$ cat src/scan_pkg.sv
// package of constants and types for the boundary-scan test port
`default_nettype none
package scan_pkg;
  // ----------------------------------------
  // controller states, one-hot
  // ----------------------------------------
  typedef enum logic [15:0] {
    ST_RESET = 16'h0001,
    ST_IDLE = 16'h0002,
    ST_SEL_DR = 16'h0004,
    ST_CAP_DR = 16'h0008,
    ST_SHIFT_DR = 16'h0010,
    ST_EXIT1_DR = 16'h0020,
    ST_PAUSE_DR = 16'h0040,
    ST_EXIT2_DR = 16'h0080,
    ST_UPD_DR = 16'h0100,
    ST_SEL_IR = 16'h0200,
    ST_CAP_IR = 16'h0400,
    ST_SHIFT_IR = 16'h0800,
    ST_EXIT1_IR = 16'h1000,
    ST_PAUSE_IR = 16'h2000,
    ST_EXIT2_IR = 16'h4000,
    ST_UPD_IR = 16'h8000
  } tap_state_t;
  // ----------------------------------------
  // widths and defaults
  // ----------------------------------------
  localparam int IR_W = 3;
  localparam int ID_W = 32;
  localparam int CHAIN_LEN = 109;
  localparam int OE_CELL = 108;
  localparam logic [1:0] IR_CAPTURE = 2'h1;
  localparam logic [2:0] OP_EXTEST = 3'h0;
  localparam logic [2:0] OP_IDCODE = 3'h1;
  localparam logic [2:0] OP_SAMPLE_Z = 3'h2;
  localparam logic [2:0] OP_SAMPLE = 3'h4;
  localparam logic [2:0] OP_BYPASS = 3'h7;
  // arbitrary identification value, not a real maker code
  localparam logic [31:0] ID_VALUE = 32'h0000_0001;
  localparam int SYNC_STAGES = 2;
endpackage
`default_nettype wire

$ cat src/scan_if.sv
// interface carrying the edge events from the pin sampler to the port logic
`default_nettype none
interface scan_if;
  logic rise;
  logic fall;
  logic mode;
  logic din;
  modport src (output rise, output fall, output mode, output din);
  modport dst (input rise, input fall, input mode, input din);
endinterface
`default_nettype wire

$ cat src/pin_sampler.sv
// synchroniser and edge finder for the serial test pins
`default_nettype none
module pin_sampler (
  // clock and reset
  input wire logic sys_clk,
  input wire logic rst_n,
  // raw pins
  input wire logic tck_pin,
  input wire logic tms_pin,
  input wire logic tdi_pin,
  // events
  scan_if.src ev
);
  typedef struct packed {
    logic [2:0] s1;
    logic [2:0] s2;
    logic tck_d;
  } samp_t;
  samp_t st_reg, st_next;
  // pulled-up pins reset to one so an open pin reads high
  always_comb begin
    st_next = st_reg;
    st_next.s1 = {tck_pin, tms_pin, tdi_pin};
    st_next.s2 = st_reg.s1;
    st_next.tck_d = st_reg.s2[2];
  end
  always_ff @(posedge sys_clk or negedge rst_n) begin
    if (!rst_n) begin
      st_reg <= '{s1: 3'h3, s2: 3'h3, tck_d: 1'b0};
    end else begin
      st_reg <= st_next;
    end
  end
  assign ev.rise = st_reg.s2[2] & ~st_reg.tck_d; // RULE5
  assign ev.fall = ~st_reg.s2[2] & st_reg.tck_d;
  assign ev.mode = st_reg.s2[1];
  assign ev.din = st_reg.s2[0];
endmodule // pin_sampler
`default_nettype wire

$ cat src/scan_tap.sv
// boundary-scan test access port controller with its scan registers
// Function
// [RULE1] standard sixteen-state controller on mode select
// [RULE2] unused port: clock held low, output open
// [RULE3] data and mode inputs read high open
// [RULE4] power-up starts in reset, memory undisturbed
// [RULE5] sample on rising, drive on falling
// [RULE6] one register in path, chosen by instruction
// [RULE7] shift in at msb, out lsb
// [RULE8] output driven only in shift states
// [RULE9] five high mode edges reach reset
// [RULE10] port reset leaves memory operation alone
// [RULE11] internal power-up reset, output starts floating
// [RULE12] three-bit instruction register loaded serially
// [RULE13] identification instruction after any reset
// [RULE14] capture-instruction loads 01 in low bits
// [RULE15] one-bit bypass, cleared on capture
// [RULE16] chain holds one cell per ball
// [RULE17] boundary chain captures pins and shifts
// [RULE18] identification code captured then shifted
// [RULE19] reserved codes never loaded by tester
// [RULE20] new instruction acts at update-instruction
// [RULE21] sample-z floats memory output bus
// [RULE22] sample/preload snapshots, preload reaches latches
// [RULE23] cell 108 gates bus under external test
// [RULE24] bypass instruction selects bypass bit
// [RULE25] opcodes, code and length are parameters
`default_nettype none
module scan_tap import scan_pkg::*; #(
  parameter int CHAIN = scan_pkg::CHAIN_LEN, // RULE25
  parameter int OE_BIT = scan_pkg::OE_CELL,
  parameter logic [31:0] ID_CODE = scan_pkg::ID_VALUE,
  parameter logic [2:0] CODE_EXTEST = scan_pkg::OP_EXTEST,
  parameter logic [2:0] CODE_IDCODE = scan_pkg::OP_IDCODE,
  parameter logic [2:0] CODE_SAMPLE_Z = scan_pkg::OP_SAMPLE_Z,
  parameter logic [2:0] CODE_SAMPLE = scan_pkg::OP_SAMPLE,
  parameter logic [2:0] CODE_BYPASS = scan_pkg::OP_BYPASS
) (
  // clock and reset
  input wire logic sys_clk,
  input wire logic rst_n,
  // test pins
  input wire logic tck,
  input wire logic tms,
  input wire logic tdi,
  output logic tdo_o,
  output logic tdo_oe_n,
  // pin ring
  input wire logic [CHAIN-1:0] ring_in,
  output logic [CHAIN-1:0] ring_out,
  output logic ring_drive,
  output logic qbus_float
);
  import scan_pkg::*;
  // latches come out of reset all low except the bus enable cell
  localparam logic [CHAIN-1:0] LAT_RST = CHAIN'(1) << OE_BIT;
  if (CHAIN < 2 || OE_BIT < 0 || OE_BIT >= CHAIN) begin : g_bad_size
    $error("scan_tap: chain length or enable cell out of range");
  end

  // ----------------------------------------
  // pin sampling
  // ----------------------------------------
  scan_if ev ();
  // open pins: pull-ups are outside the core, the sampler resets mode and data high
  pin_sampler u_samp ( // RULE3
    .sys_clk(sys_clk),
    .rst_n(rst_n),
    .tck_pin(tck), // RULE2
    .tms_pin(tms),
    .tdi_pin(tdi),
    .ev(ev)
  );

  // ----------------------------------------
  // state
  // ----------------------------------------
  typedef struct packed {
    tap_state_t state;
    logic [IR_W-1:0] ir_sh;
    logic [IR_W-1:0] ir;
    logic byp;
    logic [ID_W-1:0] id_sh;
    logic [CHAIN-1:0] bs_sh;
    logic [CHAIN-1:0] bs_lat;
    logic tdo;
    logic oe_n;
  } tap_t;
  tap_t r_reg, r_next;

  logic sel_bs;
  logic sel_id;
  logic sel_byp;
  logic ser_out;

  always_comb begin
    sel_bs = (r_reg.ir == CODE_EXTEST) || (r_reg.ir == CODE_SAMPLE) || (r_reg.ir == CODE_SAMPLE_Z); // RULE6
    sel_id = (r_reg.ir == CODE_IDCODE);
    // reserved codes fall to bypass so the path keeps a defined length
    sel_byp = !sel_bs && !sel_id; // RULE24 RULE19
    if (r_reg.state == ST_SHIFT_IR) begin
      ser_out = r_reg.ir_sh[0]; // RULE7
    end else if (sel_bs) begin
      ser_out = r_reg.bs_sh[0];
    end else if (sel_id) begin
      ser_out = r_reg.id_sh[0];
    end else begin
      ser_out = r_reg.byp;
    end
  end

  // ----------------------------------------
  // controller and registers
  // ----------------------------------------
  always_comb begin
    r_next = r_reg;
    if (ev.rise) begin // RULE5
      case (r_reg.state) // RULE1
        ST_RESET: r_next.state = ev.mode ? ST_RESET : ST_IDLE;
        ST_IDLE: r_next.state = ev.mode ? ST_SEL_DR : ST_IDLE;
        ST_SEL_DR: r_next.state = ev.mode ? ST_SEL_IR : ST_CAP_DR;
        ST_CAP_DR: r_next.state = ev.mode ? ST_EXIT1_DR : ST_SHIFT_DR;
        ST_SHIFT_DR: r_next.state = ev.mode ? ST_EXIT1_DR : ST_SHIFT_DR;
        ST_EXIT1_DR: r_next.state = ev.mode ? ST_UPD_DR : ST_PAUSE_DR;
        ST_PAUSE_DR: r_next.state = ev.mode ? ST_EXIT2_DR : ST_PAUSE_DR;
        ST_EXIT2_DR: r_next.state = ev.mode ? ST_UPD_DR : ST_SHIFT_DR;
        ST_UPD_DR: r_next.state = ev.mode ? ST_SEL_DR : ST_IDLE;
        ST_SEL_IR: r_next.state = ev.mode ? ST_RESET : ST_CAP_IR; // RULE9
        ST_CAP_IR: r_next.state = ev.mode ? ST_EXIT1_IR : ST_SHIFT_IR;
        ST_SHIFT_IR: r_next.state = ev.mode ? ST_EXIT1_IR : ST_SHIFT_IR;
        ST_EXIT1_IR: r_next.state = ev.mode ? ST_UPD_IR : ST_PAUSE_IR;
        ST_PAUSE_IR: r_next.state = ev.mode ? ST_EXIT2_IR : ST_PAUSE_IR;
        ST_EXIT2_IR: r_next.state = ev.mode ? ST_UPD_IR : ST_SHIFT_IR;
        ST_UPD_IR: r_next.state = ev.mode ? ST_SEL_DR : ST_IDLE;
        default: r_next.state = ST_RESET;
      endcase
      case (r_reg.state)
        ST_CAP_IR: begin
          r_next.ir_sh = {r_reg.ir_sh[IR_W-1:2], IR_CAPTURE}; // RULE14
        end
        ST_SHIFT_IR: begin
          r_next.ir_sh = {ev.din, r_reg.ir_sh[IR_W-1:1]}; // RULE12 RULE7
        end
        ST_UPD_IR: begin
          r_next.ir = r_reg.ir_sh; // RULE20
        end
        ST_CAP_DR: begin
          if (sel_bs) begin
            r_next.bs_sh = ring_in; // RULE17 RULE22 RULE16
          end else if (sel_id) begin
            r_next.id_sh = ID_CODE; // RULE18
          end else if (sel_byp) begin
            r_next.byp = 1'b0; // RULE15
          end
        end
        ST_SHIFT_DR: begin
          if (sel_bs) begin
            r_next.bs_sh = {ev.din, r_reg.bs_sh[CHAIN-1:1]}; // RULE7
          end else if (sel_id) begin
            r_next.id_sh = {ev.din, r_reg.id_sh[ID_W-1:1]};
          end else if (sel_byp) begin
            r_next.byp = ev.din; // RULE24
          end
        end
        ST_UPD_DR: begin
          if (sel_bs) begin
            r_next.bs_lat = r_reg.bs_sh; // RULE22
          end
        end
        default: begin
        end
      endcase
      // every entry into reset restores the instruction, not only the first rise spent there
      if (r_next.state == ST_RESET) begin
        r_next.ir = CODE_IDCODE; // RULE13
        r_next.bs_lat[OE_BIT] = 1'b1; // RULE23
      end
    end
    // output moves only on falling edges, floating outside shift states
    if (ev.fall) begin // RULE5
      if (r_reg.state == ST_SHIFT_DR || r_reg.state == ST_SHIFT_IR) begin
        r_next.tdo = ser_out;
        r_next.oe_n = 1'b0; // RULE8
      end else begin
        r_next.tdo = 1'b0;
        r_next.oe_n = 1'b1;
      end
    end
  end

  // power-up reset puts the controller in its reset state; the memory core never sees it
  always_ff @(posedge sys_clk or negedge rst_n) begin
    if (!rst_n) begin // RULE4 RULE11 RULE10
      r_reg.state <= ST_RESET;
      r_reg.ir_sh <= '0;
      r_reg.ir <= CODE_IDCODE; // RULE13
      r_reg.byp <= 1'b0;
      r_reg.id_sh <= '0;
      r_reg.bs_sh <= '0;
      r_reg.bs_lat <= LAT_RST; // RULE23
      r_reg.tdo <= 1'b0;
      r_reg.oe_n <= 1'b1; // RULE11
    end else begin
      r_reg <= r_next;
    end
  end

  // ----------------------------------------
  // outputs to the test pin and the pin ring
  // ----------------------------------------
  assign tdo_o = r_reg.tdo;
  assign tdo_oe_n = r_reg.oe_n;
  assign ring_out = r_reg.bs_lat;
  assign ring_drive = (r_reg.ir == CODE_EXTEST);
  // under external test the enable cell gates the bus; sample-z floats it outright
  assign qbus_float = (r_reg.ir == CODE_SAMPLE_Z) || // RULE21
                      ((r_reg.ir == CODE_EXTEST) && !r_reg.bs_lat[OE_BIT]); // RULE23
endmodule // scan_tap
`default_nettype wire

$ cat config.mk
export PLATFORM = sky130hd
export DESIGN_NAME = scan_tap
export DESIGN_NICKNAME = d
export VERILOG_FILES = /design/src/scan_pkg.sv /design/src/scan_if.sv /design/src/pin_sampler.sv /design/src/scan_tap.sv
export SDC_FILE = /design/constraint.sdc
export NUM_CORES = 1
export LEC_CHECK = 0
export ABC_AREA = 1
export ABC_CLOCK_PERIOD_IN_PS = 2700
export BUFFER_PORTS_ARGS = -buffer_cell sky130_fd_sc_hd__clkbuf_2
export CORE_MARGIN = 2
export CORE_UTILIZATION = 45
export CTS_BUF_LIST = sky130_fd_sc_hd__clkbuf_8
export DETAILED_ROUTE_END_ITERATION = 10
export PLACE_DENSITY = 0.65
export SLEW_MARGIN = 20
export SYNTH_ARGS = -nofsm -noshare
export SYNTH_HDL_FRONTEND = slang
export SYNTH_SLANG_ARGS = --single-unit
$ cat constraint.sdc
create_clock -name sys_clk -period 2.7 [get_ports sys_clk]
set_input_delay 0.675 -clock sys_clk [delete_from_list [all_inputs] [get_ports sys_clk]]
set_output_delay 0.675 -clock sys_clk [all_outputs]
set_load 0.02 [all_outputs]
======== After elaboration in Yosys (flattened, before gate mapping) ========
Index checks and enable logic that the tools add are counted.
word-level totals
  register bits after elaboration ......... 282
  output and inout bits ................... 113
  bits of input ports ..................... 114
  logic and storage cells ................. 110
cells by class
  eq/ne operators ......................... 30
  mux-type cells .......................... 35
  bitwise gates (word level) .............. 5
  reduce and logical (&&, ||, !) cells .... 26
operator list
  cell                                              number
  2-to-1 mux 109 bit                                4
  case mux 142 bit (2 select lines)                 1
  case mux 16 bit (12 select lines)                 1
  2-to-1 mux 33 bit                                 2
  2-to-1 mux 32 bit                                 2
  2-to-1 mux 16 bit                                 3
  == test 16 x 1 -> 1 bit (second input constant)   2
  != test 2 bit (second input constant)             10
  2-to-1 mux 9 bit                                  2
  == test 16 x 10 -> 1 bit (second input constant)  1
  == test 16 x 11 -> 1 bit (second input constant)  1
  == test 16 x 12 -> 1 bit (second input constant)  1
  == test 16 x 13 -> 1 bit (second input constant)  1
  == test 16 x 14 -> 1 bit (second input constant)  1
  == test 16 x 15 -> 1 bit (second input constant)  1
  == test 16 bit (second input constant)            1
  == test 16 x 2 -> 1 bit (second input constant)   1
  == test 16 x 3 -> 1 bit (second input constant)   1
  == test 16 x 4 -> 1 bit (second input constant)   1
  == test 16 x 5 -> 1 bit (second input constant)   1
  == test 16 x 6 -> 1 bit (second input constant)   1
  == test 16 x 7 -> 1 bit (second input constant)   1
  == test 16 x 8 -> 1 bit (second input constant)   1
  == test 16 x 9 -> 1 bit (second input constant)   1
  other kinds (27)                                  54

======== Depth between registers and ports, before layout ========
Gate-level depths: netlist of run 1.
  word-level depth ........................ 9
  gate-level depth with buffers ........... 14

======== By module ========
A second synthesis of run 1 with hierarchy kept.
second synthesis, totals
  cells, all modules ...................... 1446
  area total of the unflattened synthesis .. 12867.3 um^2
modules (own cells, without submodules)
  module       area each (um^2)  instances  cells each
  scan_tap     12672.2           1          1435
  pin_sampler  195.2             1          11

======== Worst setup path before layout of run 1 ========
Ideal clock, no wire load.
  kind .................................... flip-flop to flip-flop
  start ................................... register r_reg[269] (netlist name)
  end ..................................... register r_reg[180] (netlist name)
  cell stages (with the launch flop) ...... 15
  library setup time ...................... 0.130 ns
  required time ........................... 2.570 ns
  buffers on the path ..................... 4
  setup slack ............................. 0.803 ns
  data arrival time ....................... 1.767 ns
  period minus slack after synthesis ...... 1.897 ns
  cells stage by stage .................... dfrtp_1 nor2_2 nand2_1 nor2_4 buf_6 nand2_2 nand2_4 nand2_4 nor2_8 inv_2 buf_6 buf_6 buf_6 nand2_1 o21ai_1
on the way
  cells in the longest elaborated chain, start to end .. 3
  elaborated cells on any way between the ends .. 7
  those cells by class .................... eq/ne: 4; mux: 1; reduce/logical: 2
ends and longest elaborated chain
  item                                                                         RTL line         text
  start, declared                                                              scan_tap.sv:89   tap_t r_reg, r_next;
  start signal, assigned                                                       scan_tap.sv:204  r_reg <= r_next;
  == test 16 x 4 -> 1 bit / == test 16 x 5 -> 1 bit (equally long branches)    scan_tap.sv:137  case (r_reg.state)
  != test 2 bit (no source line) / nonzero test 2 bit (equally long branches)  -
  AND reduction 4 bit (no source line)                                         -
Several ways; a longest one is shown, not always the timed one.
A chain may end at the register's enable or synchronous reset.

======== Worst setup path in the final report of run 1 ========
  start ................................... register r_reg[264] (netlist name)
  end ..................................... register r_reg (netlist bit ring_out[80])
on the way
  cells in the longest elaborated chain, start to end .. 2
ends and longest elaborated chain
  item                                  RTL line
  == test 16 x 9 -> 1 bit               scan_tap.sv:137
  AND reduction 3 bit (no source line)  -
No other way between the ends.

==> flow_summary.yaml, run 1 <==
cts:
  cts_max_level: 2
  postCtsHoldBufs: 0
  clk_latency_ns: 0.56
  clockRootBuffer: "clkbuf_8"
  numCtsBuffers: 48
  cts_tree: "built"
  cts_buffer_depth: 3
  cts_sinks: 282
  clk_pin_slew_ns: 0.06
placement:
  dp_hpwl_um: 19100
  place.gp.congestion: 0.851
  io_buffers: 226
  post-place-cells: 1887
  placed_area_mm2: 0.0136
  preCtsSetupSlack_ns: 0.217
setup_path:
  path_delay_family: "simple AND/OR/NAND/NOR gates"
  crit_path_max_fanout: 55
  crit_required_ns: 3.14
  critPathLaunchType: "flop"
  cp-end-kind: "flop"
  crit_arrival_ns: 2.87
  max_stage_delay_ns: 0.40
  crit_path_top_delay_cell: "dfrtp_1"
  path_buf_inv: 1
  path_cells: "nor2_1 -> nand2_1 -> nor2_4 -> nand2_2 -> nor2_2 -> nand2_8 -> buf_4 -> mux2_2"
  critPathKind: "reg -> reg"
routing:
  wl_um: 29000
  drc: 0
  drtIter0Drc: 683
  wl_per_cell_um: 14.7
  avgViaCountPerCell: 4.87
  dr.pass1.iters: 5
  dr_total_vias: 9601
  ant_nets: 0
timing:
  fin_crit_sh: 0.902
  max_clock_freq_mhz: 410
  hold_ws_ns: 0.0662
  drv_slew: 0
  tns_ns: 0
  tightest_slew_ns: 0.622
  finalHoldViolCount: 0
  slew_headroom: 0.585
  worst_slack_ns: 0.264
  rsz0062_at_grt: "no"
  finalCriticalPeriod_ns: 2.44
  fin_skew_ns: 0.0262
  setup_viol: 0
grt:
  grtUsageTotal: 0.194
  grt_max_degree: 117
  first_global_vias: 9413
  overflow: 0
  grt_pass1_wl_um: 48100
  antenna_found_initial: 1
logic_synthesis:
  synth_nets: 1566
  synth_ff_type: "dfrtp_1"
  syn_area_mm2: 0.0129
  synth_edf_count: 0
  synth_seq_area_share: 0.549
  synth_compound_area_frac: 0.131
  synth-xor-area-share: 0
  synthAdderAreaFrac: 0
  synth_top_family_by_area: "simple AND/OR/NAND/NOR gates"
  synth_mux_area_frac: 0.0330
  syn_inst: 1452
  syn_area_per_cell_um2: 8.87
  synthArstFlopShare: 1.00
  ys_ff_latch: 282
  synth-warning-count: 0
  netlist-cell-type-count: 32
  synth-simple-area-share: 0.155
finish:
  final_area_mm2: 0.0146
  largest_reg_flops: 164
  n_fill_cell: 2688
  drive_gt1_frac: 0.228
  final_cells: 1972
  final_util: 0.519
  num-nets-final: 1675
  mostFrequentLayoutCells: "nand2_1 (370), dfrtp_1 (274), clkbuf_2 (225)"
  diodes: 0
  syn2layout_area_growth_pct: 13.0
  final_common_cell: "nand2_1"
die:
  die_w_um: 173
  core-area_mm2: 0.0280
  start_util: 0.460
  num_rows: 61
  io_pins: 227
  die_area_mm2: 0.0300
  die_h_um: 173
pwr:
  ir_worst_vdd_v: 0.000313
  seqPwrFrac: 0.507
  finalPower_mw: 8.51
  switching_share: 0.234
  p_int_mw: 6.52
  leakagePower_nw: 8.17
  netSwitchingPower_mw: 1.99
  pwr-share-clk: 0.443
  combPwrFrac: 0.050
  power_density_mw_per_mm2: 585
min_path:
  hold_path.class: "in -> async"
status:
  status: "complete, no violations"
run:
  maxCapViolations: 0
## synth_stat cells, types with 2 or more instances
cell type,number,share of area
a211oi_1,3,0.0017
a21oi_1,10,0.0039
a31oi_1,2,0.00097
buf_1,6,0.0017
buf_2,17,0.0066
buf_4,109,0.064
buf_6,11,0.0096
clkbuf_1,46,0.013
dfrtp_1,274,0.53
dfstp_2,8,0.016
inv_1,127,0.037
mux2_2,20,0.017
mux2i_1,20,0.016
nand2_1,370,0.11
nand2_2,6,0.0029
nand2_4,2,0.0017
nand3_1,50,0.019
nand4_1,6,0.0029
nor2_1,41,0.012
nor2_2,7,0.0034
nor2_4,2,0.0017
nor3_1,2,0.00078
o211ai_1,18,0.010
o21ai_0,203,0.079
o21ai_1,85,0.033
## worst register-to-register path: stages (launching register included)
cell and delay, ns:
dfrtp_1 0.40, nor2_1 0.21, nand2_1 0.19, nor2_4 0.22, nand2_2 0.12, nor2_2 0.27
nand2_8 0.23, buf_4 0.36, mux2_2 0.33
## kinds of logic (layout without fill, tap and decap cells)
| group | Yosys count | in the layout |
|---|---|---|
| buffers and inverters | 318 | 460 |
| AOI/OAI and AO/OA | 324 | 324 |
| and+or+nand+nor | 488 | 488 |
| muxes | 40 | 40 |
| DFF | 282 | 282 |
## power by group through the flow
stage | Clock (mW) | Sequential (mW) | Combinational (mW)
floorplan | 0 | 4.38 | 0.198
global placement | 0 | 4.39 | 0.426
CTS | 3.89 | 4.32 | 0.434
detailed placement | 0 | 4.39 | 0.433
finish | 3.77 | 4.32 | 0.424
global route | 4.10 | 4.32 | 0.489
## final timing paths
| kind | startpoint | endpoint | slack [ns] | cells past startpoint |
|---|---|---|---|---|
| max | r_reg[264] | ring_out[80] | 0.26 | 8 |
| min | rst_n | r_reg[195] | 0.07 | 1 |
| max reg2reg | r_reg[264] | ring_out[80] | 0.26 | 8 |
| min reg2reg | u_samp.st_next[3] | u_samp.st_next[0] | 0.35 | 0 |
| max in group asynchronous | rst_n | ring_out[31] | 1.90 | 2 |
| min in group sys_clk | tms | u_samp.st_next[2] | 0.22 | 1 |
## repair_timing
item,in CTS,in global routing
endpoints found under the setup margin,0,9
buffers inserted,0,1
gates resized for setup,0,3
hold endpoints to repair,0,0
## per-layer routing
layer,GRT usage,vias up,routed length (µm)
met4,0.0590,2,641
met3,0.0526,51,2080
met5,0,-,16
met1,0.267,4513,13100
met2,0.300,259,13100
li1,-,4776,-
## layout make-up
cell class                      count  area [µm²]  area share
Tap cell                          378         473      0.0325
Timing Repair Buffer              247        1440      0.0987
Sequential cell                   282        7070       0.486
Clock inverter                     23         121     0.00834
Multi-Input combinational cell    852        4120       0.283
Timing Repair inverter              1        7.51    0.000516
Inverter                          129         498      0.0342
Clock buffer                       60         826      0.0568
No activity file was read; power rests on OpenSTA's default activity.
==> run 2: changes to the inputs <==
Settings changed: MAX_ROUTING_LAYER from default to met4.
==> flow_summary.yaml, run 2 (synthesis gave the netlist of run 1 again) <==
status:
  status: "complete, no violations"
setup_path:
  critPathLaunchType: "flop"
  crit_path_max_fanout: 55
  crit_required_ns: 3.13
  rr_startpoint: "r_reg[264]"
  r2r-end: "ring_out[80]"
  cp-end-kind: "flop"
  r2r_setup_slack_ns: 0.26
  r2r_cells: 8
  crit_arrival_ns: 2.88
  critPathKind: "reg -> reg"
pwr:
  leakagePower_nw: 8.17
  finalPower_mw: 8.52
  power_density_mw_per_mm2: 585
  ir_worst_vdd_v: 0.000313
timing:
  fin_crit_sh: 0.905
  max_clock_freq_mhz: 409
  rsz0062_at_grt: "no"
  tns_ns: 0
  finalCriticalPeriod_ns: 2.44
  setup_viol: 0
  slew_headroom: 0.581
  tightest_slew_ns: 0.629
  drv_slew: 0
  fin_skew_ns: 0.0269
  finalHoldViolCount: 0
cts:
  clk_pin_slew_ns: 0.06
  cts_tree: "built"
  numCtsBuffers: 48
  clk_latency_ns: 0.56
  postCtsHoldBufs: 0
  cts_max_level: 2
  clockRootBuffer: "clkbuf_8"
  cts_buffer_depth: 3
  cts_sinks: 282
routing:
  wl_per_cell_um: 14.8
  dr.pass1.iters: 6
  ant_nets: 0
  drtIter0Drc: 716
  dr_total_vias: 9637
  wl_um: 29100
  avgViaCountPerCell: 4.88
  drc: 0
grt:
  overflow: 0
  antenna_found_initial: 1
  grt_pass1_wl_um: 48200
  grt_max_degree: 117
  grtUsageTotal: 0.200
  first_global_vias: 9408
finish:
  drive_gt1_frac: 0.228
  largest_reg_flops: 164
  mostFrequentLayoutCells: "nand2_1 (370), dfrtp_1 (274), clkbuf_2 (225)"
  final_common_cell: "nand2_1"
  syn2layout_area_growth_pct: 13.0
  num-nets-final: 1675
die:
  num_rows: 61
  io_pins: 227
  die_h_um: 173
  core-area_mm2: 0.0280
  start_util: 0.460
  die_w_um: 173
  die_area_mm2: 0.0300
placement:
  place.gp.congestion: 0.864
  io_buffers: 226
  dp_hpwl_um: 19100
run:
  maxCapViolations: 0
min_path:
  hold_path.class: "in -> async"
[run 2: cell types whose count changed in the layout (fill, tap and decap cells not counted)]
| cell | previous run | this run |
|---|---|---|
| diode_2 | 0 | 1 |
[run 2: how the worst max path moves through the flow]
stage                     cells after the start  startpoint  slack (ns)      endpoint
after CTS                                    10  r_reg[271]        0.21    r_reg[229]
after floorplan                              14  r_reg[269]        0.80    r_reg[180]
after global routing                          8  r_reg[266]        0.05  ring_out[80]
after detailed placement                     10  r_reg[271]        0.22    r_reg[251]
final                                         8  r_reg[264]        0.26  ring_out[80]
after global placement                       10  r_reg[271]        0.33    r_reg[251]
[run 2: critical path, stage by stage (launching register included)]
cell     delay [ns]
dfrtp_1        0.40
nor2_1         0.20
nand2_1        0.19
nor2_4         0.22
nand2_2        0.12
nor2_2         0.27
nand2_8        0.23
buf_4          0.35
mux2_2         0.32
[run 2: metrics by stage]
| stage | area [µm²] | cells | worst slack [ns] | utilization | hold WS [ns] |
|---|---|---|---|---|---|
| floorplan | 12900 | 1452 | 0.803 | - | 0.331 |
| global placement | 13600 | 1887 | 0.333 | 0.485 | 0.346 |
| detailed placement | 13600 | 1887 | 0.217 | 0.485 | 0.345 |
| CTS | 14500 | 1970 | 0.205 | 0.519 | 0.0728 |
| global route | 14600 | 1973 | 0.0506 | 0.520 | 0.0897 |
| finish | 14600 | 1973 | 0.256 | 0.520 | 0.0692 |
[run 2: area by class of cell]
cell class,count,area (µm²)
diodes,1,2.50
multi-input cells,852,4120
inverters,129,498
clock buffers,60,826
repair buffers,247,1440
clock inverters,23,121
repair inverters,1,7.51
flip-flops and latches,282,7070
fillers,2687,13500
well taps,378,473
[run 2: repair_timing]
action / CTS / global route
endpoints found under the setup margin: 0 / 13
buffers inserted: 0 / 1
resized for setup: 0 / 3
[run 2: where the power goes]
group          internal (mW)  switching, mW
Sequential              4.28         0.0355
Combinational          0.156          0.269
Clock                   2.08           1.69
[run 2: routing by layer]
metal,part of all wire,vias to the layer above,track usage
met3,0.064,50,0.0473
met1,0.46,4558,0.271
met4,0.022,0,0.0590
met5,0,-,-
li1,-,4775,-
met2,0.45,254,0.301
==> run 3: changes to the inputs <==
Settings changed: CORE_UTILIZATION 45 to 55, PLACE_DENSITY 0.65 to 0.78.
==> flow_summary.yaml, run 3 (synthesis gave the netlist of run 1 again) <==
timing:
  hold_ws_ns: 0.0339
  finalHoldViolCount: 0
  max_clock_freq_mhz: 418
  finalCriticalPeriod_ns: 2.39
  tightest_slew_ns: 0.861
  drv_slew: 0
  setup_viol: 0
  tns_ns: 0
  fin_skew_ns: 0.0135
  rsz0062_at_grt: "no"
  slew_headroom: 0.425
  fin_crit_sh: 0.885
pwr:
  finalPower_mw: 8.13
  power_density_mw_per_mm2: 569
  ir_worst_vdd_v: 0.000352
  leakagePower_nw: 8.08
cts:
  cts_tree: "built"
  ctsResizeCount: 0
  cts_sinks: 282
  numCtsBuffers: 46
  cts_setup_buffers: 0
  cts_max_level: 2
  postCtsHoldBufs: 0
  clk_pin_slew_ns: 0.06
  cts_buffer_depth: 3
  clk_latency_ns: 0.55
  clockRootBuffer: "clkbuf_8"
grt:
  grt_pass1_wl_um: 45900
  grt_max_degree: 117
  first_global_vias: 9397
  overflow: 0
  antenna_found_initial: 2
  grtUsageTotal: 0.239
die:
  die_area_mm2: 0.0247
  core-area_mm2: 0.0228
  die_h_um: 157
  num_rows: 55
  die_w_um: 157
  start_util: 0.565
  io_pins: 227
finish:
  final_util: 0.627
  largest_reg_flops: 164
  mostFrequentLayoutCells: "nand2_1 (370), dfrtp_1 (274), clkbuf_2 (225)"
  final_cells: 1899
  final_common_cell: "nand2_1"
  syn2layout_area_growth_pct: 11.0
  drive_gt1_frac: 0.224
  num-nets-final: 1673
min_path:
  hold_path.class: "in -> async"
setup_path:
  path_delay_family: "simple AND/OR/NAND/NOR gates"
  crit_required_ns: 3.10
  max_stage_delay_ns: 0.39
  critPathLaunchType: "flop"
  crit_path_top_delay_cell: "dfrtp_1"
  path_buf_inv: 1
  crit_path_max_fanout: 116
  cp-end-kind: "flop"
  path_cells: "nor2_1 -> nand2_1 -> nor2_4 -> nand2_2 -> nor2_2 -> nand2_8 -> buf_12 -> nand2_1 -> o21ai_0"
  cp_common_cell: "nand2_1"
  critPathKind: "reg -> reg"
  crit_arrival_ns: 2.79
routing:
  wl_per_cell_um: 14.8
  wl_um: 28000
  drc: 0
  drtIter0Drc: 615
  avgViaCountPerCell: 5.06
  ant_nets: 0
  dr_total_vias: 9610
  dr.pass1.iters: 6
placement:
  place.gp.congestion: 0.883
  dp_hpwl_um: 18800
  io_buffers: 226
  post-place-cells: 1824
status:
  status: "complete, no violations"
run:
  maxCapViolations: 0
run 3: path summary, 6_finish.rpt:
kind | cells after the start | start | slack [ns] | endpoint
setup / recovery | 9 | r_reg[266] | 0.31 | ring_out[58]
hold / removal | 1 | rst_n | 0.03 | r_reg[205]
setup reg to reg | 9 | r_reg[266] | 0.31 | ring_out[58]
hold reg to reg | 0 | u_samp.st_next[3] | 0.36 | u_samp.st_next[0]
max in group asynchronous | 2 | rst_n | 1.88 | u_samp.ev.mode
min in group sys_clk | 1 | tms | 0.21 | u_samp.st_next[2]
run 3: where the power goes:
part / total (mW) / internal, mW / switching, mW / leakage [nW]
Combinational: 0.421 / 0.150 / 0.271 / 4.27
Sequential: 4.32 / 4.28 / 0.0423 / 3.33
Clock: 3.38 / 1.77 / 1.61 / 0.474
Total: 8.13 / 6.20 / 1.93 / 8.08
run 3: stage by stage:
stage               setup WS, ns  cell area, µm²
global route               0.125           14300
detailed placement         0.381           13500
CTS                        0.373           14300
global placement           0.468           13500
finish                     0.310           14300
floorplan                  0.803           12900
run 3: worst reg2reg max path, stage by stage, from the launching register on:
cell     delay, ns
dfrtp_1       0.39
nor2_1        0.21
nand2_1       0.21
nor2_4        0.23
nand2_2       0.12
nor2_2        0.25
nand2_8       0.25
buf_12        0.31
nand2_1       0.20
o21ai_0       0.09
run 3: area by class of cell:
type / instances / area (µm²)
Clock inverter: 20 / 90.1
Fill cell: 1925 / 8490
Timing Repair Buffer: 248 / 1390
Multi-Input combinational cell: 852 / 4120
Inverter: 129 / 494
Sequential cell: 282 / 7070
Antenna cell: 2 / 5.00
Tap cell: 313 / 392
Clock buffer: 53 / 729
run 3: layer usage:
| layer | part of all wire | GRT usage | vias up |
|---|---|---|---|
| met5 | 0 | - | - |
| met3 | 0.071 | 0.0573 | 54 |
| met4 | 0.024 | 0.0799 | 0 |
| li1 | - | - | 4770 |
| met1 | 0.45 | 0.324 | 4488 |
| met2 | 0.45 | 0.356 | 298 |
